--- src/include/sslpd_pkg.sv ---
// Constants, field layouts and register map of the synthesizer serial load and phase detect block.
// Assumes a single 100 MHz core clock; every pin is synchronised before use.
package sslpd_pkg;

    localparam int unsigned WORD_W = 20;
    localparam int unsigned ENH_W = 8;
    localparam int unsigned APB_AW = 8;

    // Main counter, swallow counter and reference counter fields of a frequency word.
    typedef struct packed {
        logic rsvd;
        logic [5:0] r;
        logic [3:0] a;
        logic [8:0] m;
    } sslpd_word_t;

    // Enhancement register layout.
    typedef struct packed {
        logic [3:0] spare;
        logic hold;
        logic swap;
        logic [1:0] dout_sel;
    } sslpd_enh_t;

    localparam logic [1:0] DOUT_OFF = 2'h0;
    localparam logic [1:0] DOUT_NV = 2'h1;
    localparam logic [1:0] DOUT_REF = 2'h2;
    localparam logic [1:0] DOUT_VCO = 2'h3;

    localparam logic [3:0] PRESC_LOW = 4'ha;
    localparam logic [3:0] PRESC_HIGH = 4'hb;

    localparam logic [WORD_W-1:0] WORD_RST = 20'h00000;
    localparam logic [ENH_W-1:0] ENH_RST = 8'h00;

    // Synchronised pin bit positions.
    localparam int unsigned PIN_SCLK = 0;
    localparam int unsigned PIN_SDATA = 1;
    localparam int unsigned PIN_SECLD = 2;
    localparam int unsigned PIN_ENHWR = 3;
    localparam int unsigned PIN_FREQ_WORD_SELECT = 4;
    localparam int unsigned PIN_NVLD = 5;
    localparam int unsigned PIN_NVSEL = 6;
    localparam int unsigned PIN_EXTN = 7;
    localparam int unsigned PIN_REF = 8;
    localparam int unsigned PIN_VCO = 9;
    localparam int unsigned PIN_N = 10;
    // Pull-up pins idle high, the rest idle low.
    localparam logic [PIN_N-1:0] PIN_RST = 10'h0c0;

    localparam logic [APB_AW-1:0] ADDR_CTRL = 8'h00;
    localparam logic [APB_AW-1:0] ADDR_STATUS = 8'h04;
    localparam logic [APB_AW-1:0] ADDR_PRIMARY = 8'h08;
    localparam logic [APB_AW-1:0] ADDR_SECONDARY = 8'h0c;
    localparam logic [APB_AW-1:0] ADDR_NVIMG = 8'h10;
    localparam logic [APB_AW-1:0] ADDR_ENH = 8'h14;
    localparam int unsigned CTRL_HOLD = 0;
    localparam int unsigned STAT_LOCK = 0;
    localparam int unsigned STAT_CAP = 1;
    localparam int unsigned STAT_NVACT = 2;

endpackage

--- src/hw/sslpd_sync.sv ---
// Bank of two-flop synchronisers for asynchronous pins.
// Assumes the reset value of each bit matches the idle level of its pin.
`timescale 1ns/1ps
module sslpd_sync #(
    parameter int unsigned WIDTH = 1,
    parameter logic [WIDTH-1:0] RST_VAL = '0
) (
    input wire logic clk_i,
    input wire logic rstn_i,
    input wire logic [WIDTH-1:0] async_i,
    output logic [WIDTH-1:0] sync_o
);
    logic [WIDTH-1:0] meta_q;
    logic [WIDTH-1:0] sync_q;

    always_ff @(posedge clk_i or negedge rstn_i) begin
        if (!rstn_i) begin
            meta_q <= RST_VAL;
            sync_q <= RST_VAL;
        end else begin
            meta_q <= async_i;
            sync_q <= meta_q;
        end
    end

    assign sync_o = sync_q;
endmodule // sslpd_sync

--- src/hw/sslpd_core.sv ---
// Serial load port, frequency word storage, dual-modulus counters and phase detector.
// Assumes all pins are asynchronous to clk_i and slow compared with it; APB is on clk_i.
//
// The implementer's own choices: register access over APB and the register offsets.
`timescale 1ns/1ps
module sslpd_core (
    input wire logic clk_i,
    input wire logic rstn_i,
    input wire logic sclk_i,
    input wire logic sdata_i,
    input wire logic sec_load_i,
    input wire logic enh_wr_i,
    input wire logic freq_word_select_i,
    input wire logic nv_load_ctrl_i,
    input wire logic nv_select_ctrl_i,
    input wire logic extended_mode_n_i,
    input wire logic reference_input_i,
    input wire logic vco_input_i,
    output logic phase_up_n_o,
    output logic phase_down_n_o,
    output logic filter_cap_node_o,
    output logic lock_indicator_o,
    output logic lock_indicator_oe_o,
    output logic aux_dout_o,
    input wire logic psel_i,
    input wire logic penable_i,
    input wire logic pwrite_i,
    input wire logic [sslpd_pkg::APB_AW-1:0] paddr_i,
    input wire logic [31:0] pwdata_i,
    output logic [31:0] prdata_o,
    output logic pready_o,
    output logic pslverr_o
);
    import sslpd_pkg::*;

    logic [PIN_N-1:0] pin_s;
    logic [PIN_N-1:0] pin_prev_q;
    sslpd_word_t pri_q, sec_q, nv_q, active_word;
    sslpd_enh_t enh_q, enh_eff;
    logic [3:0] presc_cnt_q, presc_mod;
    logic [3:0] a_cnt_q;
    logic [8:0] m_cnt_q;
    logic [5:0] ref_cnt_q;
    logic up_q, down_q, cap_q, dout_q, ctrl_hold_q;
    logic [31:0] prdata_q;
    logic err_q;

    sslpd_sync #(
        .WIDTH(PIN_N),
        .RST_VAL(PIN_RST)
    ) u_sync (
        .clk_i(clk_i),
        .rstn_i(rstn_i),
        .async_i({vco_input_i, reference_input_i, extended_mode_n_i, nv_select_ctrl_i,
                  nv_load_ctrl_i, freq_word_select_i, enh_wr_i, sec_load_i, sdata_i, sclk_i}),
        .sync_o(pin_s)
    );

    always_ff @(posedge clk_i or negedge rstn_i) begin
        if (!rstn_i) begin
            pin_prev_q <= PIN_RST;
        end else begin
            pin_prev_q <= pin_s;
        end
    end

    // Rising edge of one synchronised pin, judged against its value one clock earlier.
    function automatic logic pin_rise(input logic [PIN_N-1:0] now, input logic [PIN_N-1:0] prev,
                                      input int unsigned idx);
        return now[idx] & ~prev[idx];
    endfunction

    wire sclk_rise = pin_rise(pin_s, pin_prev_q, PIN_SCLK);
    wire sec_rise = pin_rise(pin_s, pin_prev_q, PIN_SECLD);
    wire ref_rise = pin_rise(pin_s, pin_prev_q, PIN_REF);
    wire vco_rise = pin_rise(pin_s, pin_prev_q, PIN_VCO);
    wire sdat = pin_s[PIN_SDATA];
    wire ext_en = ~pin_s[PIN_EXTN];

    // Serial target: enhancement write enable wins, then image load, else primary.
    wire tgt_enh = pin_s[PIN_ENHWR];
    wire tgt_nv = ~pin_s[PIN_ENHWR] & pin_s[PIN_NVLD];
    wire tgt_pri = ~pin_s[PIN_ENHWR] & ~pin_s[PIN_NVLD];

    always_ff @(posedge clk_i or negedge rstn_i) begin
        if (!rstn_i) begin
            pri_q <= WORD_RST;
            nv_q <= WORD_RST;
            enh_q <= ENH_RST;
        end else if (sclk_rise) begin
            if (tgt_pri) pri_q <= {sdat, pri_q[WORD_W-1:1]};
            if (tgt_nv) nv_q <= {sdat, nv_q[WORD_W-1:1]};
            if (tgt_enh) enh_q <= {sdat, enh_q[ENH_W-1:1]};
        end
    end

    always_ff @(posedge clk_i or negedge rstn_i) begin
        if (!rstn_i) begin
            sec_q <= WORD_RST;
        end else if (sec_rise) begin
            sec_q <= pri_q;
        end
    end

    // Image word drives the counters only when both selects are high and no image load is open.
    wire use_nv = pin_s[PIN_FREQ_WORD_SELECT] & pin_s[PIN_NVSEL] & ~pin_s[PIN_NVLD];
    assign active_word = use_nv ? nv_q : sec_q;
    assign enh_eff = ext_en ? enh_q : sslpd_enh_t'(ENH_RST);

    wire hold = ctrl_hold_q | enh_eff.hold;

    // Dual-modulus prescaler: eleven while swallow count remains, ten afterwards.
    assign presc_mod = (a_cnt_q != 4'h0) ? PRESC_HIGH : PRESC_LOW;
    wire presc_tick = vco_rise & (presc_cnt_q == presc_mod - 4'h1);
    wire divided_vco_freq = presc_tick & (m_cnt_q == active_word.m);
    wire divided_ref_freq = ref_rise & (ref_cnt_q == active_word.r);

    always_ff @(posedge clk_i or negedge rstn_i) begin
        if (!rstn_i) begin
            presc_cnt_q <= 4'h0;
            m_cnt_q <= 9'h000;
            a_cnt_q <= 4'h0;
            ref_cnt_q <= 6'h00;
        end else if (hold) begin
            presc_cnt_q <= 4'h0;
            m_cnt_q <= 9'h000;
            a_cnt_q <= active_word.a;
            ref_cnt_q <= 6'h00;
        end else begin
            if (vco_rise) presc_cnt_q <= presc_tick ? 4'h0 : presc_cnt_q + 4'h1;
            if (divided_vco_freq) begin
                m_cnt_q <= 9'h000;
                a_cnt_q <= active_word.a;
            end else if (presc_tick) begin
                m_cnt_q <= m_cnt_q + 9'h001;
                if (a_cnt_q != 4'h0) a_cnt_q <= a_cnt_q - 4'h1;
            end
            if (ref_rise) ref_cnt_q <= divided_ref_freq ? 6'h00 : ref_cnt_q + 6'h01;
        end
    end

    // Tri-state phase detector; in extended mode the swap bit exchanges the roles of the two inputs.
    wire pd_ref = enh_eff.swap ? divided_vco_freq : divided_ref_freq;
    wire pd_fb = enh_eff.swap ? divided_ref_freq : divided_vco_freq;
    wire up_set = up_q | pd_ref;
    wire down_set = down_q | pd_fb;
    wire up_d = up_set & ~down_set & ~hold;
    wire down_d = down_set & ~up_set & ~hold;

    always_ff @(posedge clk_i or negedge rstn_i) begin
        if (!rstn_i) begin
            up_q <= 1'b0;
            down_q <= 1'b0;
            cap_q <= 1'b0;
        end else begin
            up_q <= up_d;
            down_q <= down_d;
            cap_q <= ~((~up_d) & (~down_d));
        end
    end

    assign phase_up_n_o = ~up_q;
    assign phase_down_n_o = ~down_q;
    assign filter_cap_node_o = cap_q;
    assign lock_indicator_o = 1'b0;
    assign lock_indicator_oe_o = cap_q;

    // Auxiliary output; with image readback selected in extended mode, the image word shifts out bit 0 first on each serial edge while an image load is open.
    wire dout_d = !ext_en ? 1'b0 :
                  (enh_q.dout_sel == DOUT_NV) ? nv_q[0] :
                  (enh_q.dout_sel == DOUT_REF) ? divided_ref_freq :
                  (enh_q.dout_sel == DOUT_VCO) ? divided_vco_freq : 1'b0;

    always_ff @(posedge clk_i or negedge rstn_i) begin
        if (!rstn_i) begin
            dout_q <= 1'b0;
        end else begin
            dout_q <= dout_d;
        end
    end

    assign aux_dout_o = dout_q;

    // APB slave, zero wait states; read data and error are latched in the setup cycle.
    wire setup = psel_i & ~penable_i;
    wire wr_en = psel_i & penable_i & pwrite_i;
    wire hit_ctrl = paddr_i == ADDR_CTRL;
    wire hit_stat = paddr_i == ADDR_STATUS;
    wire hit_pri = paddr_i == ADDR_PRIMARY;
    wire hit_sec = paddr_i == ADDR_SECONDARY;
    wire hit_nv = paddr_i == ADDR_NVIMG;
    wire hit_enh = paddr_i == ADDR_ENH;
    wire hit_any = hit_ctrl | hit_stat | hit_pri | hit_sec | hit_nv | hit_enh;
    wire [31:0] stat_word = {29'h0, use_nv, cap_q, ~cap_q};
    wire [31:0] rd_mux = hit_ctrl ? {31'h0, ctrl_hold_q} :
                         hit_stat ? stat_word :
                         hit_pri ? {12'h000, pri_q} :
                         hit_sec ? {12'h000, sec_q} :
                         hit_nv ? {12'h000, nv_q} :
                         hit_enh ? {24'h000000, enh_q} : 32'h00000000;

    always_ff @(posedge clk_i or negedge rstn_i) begin
        if (!rstn_i) begin
            prdata_q <= 32'h00000000;
            err_q <= 1'b0;
            ctrl_hold_q <= 1'b0;
        end else begin
            if (setup) begin
                prdata_q <= pwrite_i ? 32'h00000000 : rd_mux;
                err_q <= ~hit_any;
            end
            if (wr_en && hit_ctrl) ctrl_hold_q <= pwdata_i[CTRL_HOLD];
        end
    end

    assign prdata_o = prdata_q;
    assign pready_o = 1'b1;
    assign pslverr_o = psel_i & penable_i & err_q;
endmodule // sslpd_core

--- config.mk ---
export PLATFORM = sky130hd
export DESIGN_NAME = sslpd_core
export DESIGN_NICKNAME = d
export VERILOG_FILES = /design/src/include/sslpd_pkg.sv /design/src/hw/sslpd_sync.sv /design/src/hw/sslpd_core.sv
export SDC_FILE = /design/constraint.sdc
export NUM_CORES = 1
export LEC_CHECK = 0
export BUFFER_PORTS_ARGS = -buffer_cell sky130_fd_sc_hd__buf_2
export CAP_MARGIN = 20
export CORE_MARGIN = 1.5
export CORE_UTILIZATION = 55
export DETAILED_ROUTE_END_ITERATION = 16
export MAX_ROUTING_LAYER = met4
export PLACE_DENSITY_LB_ADDON = 0.15
export SLEW_MARGIN = 5
export SYNTH_ARGS = -nofsm -noshare
export SYNTH_HDL_FRONTEND = slang
export SYNTH_SLANG_ARGS = --single-unit
--- constraint.sdc ---
create_clock -name clk_i -period 3.7 [get_ports clk_i]
set_input_delay 0.74 -clock clk_i [delete_from_list [all_inputs] [get_ports clk_i]]
set_output_delay 0.74 -clock clk_i [all_outputs]
set_load 0.02 [all_outputs]
==> flow_summary.toml <==
[run_status]
status = "finished, final reports clean"

[die]
die_x_um = 115
die_area_um2 = 13300
io_pins = 95
fp.coreArea_um2 = 12200
core.rowCount = 40
initial_core_util_pct = 56.9
die_h_um = 115

[finish]
drive_gt1_share_pct = 28.8
multi_input_area_um2 = 3100
area_growth_pct = 14.4
final_nets = 721
final_cells = 842
finalCoreUtilization_pct = 65.1
seq_area_um2 = 3530
finalInstanceArea_um2 = 7920
num_antenna_cells = 0
num-fill-cells = 953

[synthesis]
avgSynthCellArea_um2 = 11.1
synth_enable_flop_cells = 0
synth_flop_cell = "dfrtp_1"
yosys_warnings = 0
netlist_area_um2 = 6920
yosys-top-cells-area = "dfrtp_1 (50%), mux2_2 (13%), nand2_1 (3.1%)"
async_flop_share_pct = 100
synth_common_cells = "dfrtp_1 (137), mux2_2 (79), nand2_1 (58), o21ai_0 (34), nor2_1 (29)"
synth_top_area_share_pct = 49.5
ys_ff_latch = 141
synth_most_common_cell = "dfrtp_1"
yosysTopAreaCell = "dfrtp_1"
synth.distinct_cells = 74
ys_seq_area_share_pct = 51.1
syn_inst = 625

[cts]
clk_pin_slew_ns = 0.06
cts_buffers = 17
cts_buffer_depth = 2
h-tree-depth = 4
cts.sinks = 141
postCtsSetupRepairBufs = 0
cts_resized = 0
cts_hold_buf = 0
cts_tree = "yes"
clockRootBuffer = "clkbuf_16"
clock_latency_ns = 0.42

[sta]
fmax_mhz = 344
setup_viol = 0
period_needed_ns = 2.91
holdWs_ns = 0.346
fin_tns_setup_ns = 0
period_share_pct = 78.7
slew_violations = 0
rsz0062_at_grt = "false"
fin_skew_ns = 0.00741
worst_pin_slew_ns = 0.926
relSlewSlack_pct = 38.3
setup_slack_ns = 0.790
final-hold-violation-count = 0

[critical_path]
setup.worst_path.start_class = "flip-flop"
path_common_cell = "mux2i_1"
worstPathArrival_ns = 3.24
crit_fanout = 17
max_stage_delay_ns = 0.69
path_class = "reg2reg"
cp-end-kind = "flip-flop"
crit_chain = "and3b_1 -> mux2i_1 -> nor2_1 -> a211oi_2 -> nand4_1 -> nand2_1 -> mux2i_1"
slowest_stage = "and3b_1"
cp.required_ns = 4.03
crit_family = "simple AND/OR/NAND/NOR gates"
cp_num_buf_inv = 0

[flow_run]
maxCapViolCount = 0

[power_and_ir_drop]
p_sw_mw = 1.21
finalPower_mw = 4.45
internal-power_mw = 3.23
clockPowerShare_pct = 42.7
p_leak_nw = 3.71
ir_drop_mv = 0.563
pwr-share-comb_pct = 14.1
p_seq_share_pct = 43.1
swShare_pct = 27.3
p_per_area_nw_per_um2 = 562

[min_path]
hold_class = "reg2reg"

[route]
vias_per_cell = 5.83
drtIter0Drc = 323
wl_per_cell_um = 18.0
drt-pass1-iter-count = 7
ant_nets = 0
drc_errors = 0
vias = 4908
routed_wl_mm = 15.2

[placed_design]
placed_area_um2 = 7250
dp_hpwl_mm = 10.4
preCtsSetupSlack_ns = 0.838
globalplace.congestion = 0.851
dp.cells = 811
io_buffers = 49

[global_route]
grt_pass1_vias = 4933
grt_overflow = 0
antenna_found_initial = 0
grt_usage_pct = 25.4
grt_pass1_wl_mm = 24.9
grt_max_degree = 83
[path summary, 6_finish.rpt]
| path | startpoint | end | slack [ns] | depth (start not counted) |
|---|---|---|---|---|
| worst max-delay path | u_sync.sync_o[6] | a_cnt_q[1] | 0.79 | 7 |
| worst min-delay path | u_sync.meta_q[8] | u_sync.sync_o[8] | 0.35 | 0 |
| worst max register to register | u_sync.sync_o[6] | a_cnt_q[1] | 0.79 | 7 |
| worst min register to register | u_sync.meta_q[8] | u_sync.sync_o[8] | 0.35 | 0 |
| max in group asynchronous | rstn_i | enh_q[0] | 2.55 | 2 |
| min in group asynchronous | rstn_i | m_cnt_q[4] | 0.37 | 1 |
[power groups by stage]
stage,clock network (mW),registers (mW),logic [mW]
global route,1.99,1.94,0.699
finish,1.90,1.92,0.628
CTS,1.93,1.92,0.633
floorplan,0,1.86,0.498
detailed placement,0,1.94,0.623
global placement,0,1.93,0.592
[worst register-to-register path, stage by stage (launching register included)]
cell and delay (ns):
dfstp_2 0.56, and3b_1 0.69, mux2i_1 0.40, nor2_1 0.08, a211oi_2 0.24, nand4_1 0.16, nand2_1 0.46, mux2i_1 0.25
[sequential cells by signal, summed over array words and instances, names as in the netlist]
register           flops
pin_prev_q             4
up_q                   1
u_sync.meta_q         10
enh_q                  8
down_q                 1
ctrl_hold_q            1
aux_dout_o             1
err_q                  1
filter_cap_node_o      1
nv_q                  20
m_cnt_q                9
ref_cnt_q              6
presc_cnt_q            4
sec_q                 20
u_sync.sync_o         10
a_cnt_q                4
pri_q                 20
prdata_o              20
[metal layers]
| layer | track usage, % | wire length (µm) | up-vias |
|---|---|---|---|
| li1 | - | - | 2278 |
| met1 | 30.2 | 6240 | 2490 |
| met2 | 43.3 | 8150 | 121 |
| met3 | 5.43 | 561 | 19 |
| met4 | 8.31 | 244 | 0 |
| met5 | - | 0 | - |
[cells in the final DEF (no fill, tap or decap), types with 5 or more instances in the layout]
master     synthesis  routed
dfrtp_1          137     137
mux2_2            79      79
nand2_1           58      58
buf_2              4      48
o21ai_0           34      34
nor2_1            29      29
a21oi_1           22      22
inv_1             21      21
nand3_1           17      17
clkbuf_16          0      17
mux2i_1           15      15
conb_1             2      14
xnor2_1           13      13
a22oi_1           13      13
xor2_1            10      10
nor3_1             9       9
nand2b_1           8       8
nor2b_1            7       6
a31oi_1            6       6
a222oi_1           6       6
buf_4             15       6
and3_1             5       5
bufinv_16          0       5
[area by class of cell]
| cell class | count | share of cell area [%] |
|---|---|---|
| clock buffer | 19 | 5.72 |
| clock inverter | 12 | 2.62 |
| inverter | 21 | 0.996 |
| multi-input combinational | 424 | 39.2 |
| sequential | 141 | 44.6 |
| tap | 168 | 2.66 |
| timing repair buffer | 57 | 4.19 |
[cells by family (layout without fill, tap and decap cells)]
| group | after synthesis | in the layout | share of synthesized area [%] |
|---|---|---|---|
| xor gates and xnor gates | 23 | 23 | 2.91 |
| other | 2 | 14 | 0.109 |
| adders and majority gates | 4 | 4 | 0.723 |
| buffers and inverters | 72 | 109 | 5.19 |
| muxes | 94 | 94 | 15.0 |
| AOI/OAI and AO/OA | 119 | 119 | 12.1 |
| and+or+nand+nor | 170 | 170 | 12.9 |
| DFF | 141 | 141 | 51.1 |
(Power assumes the default switching activity.)
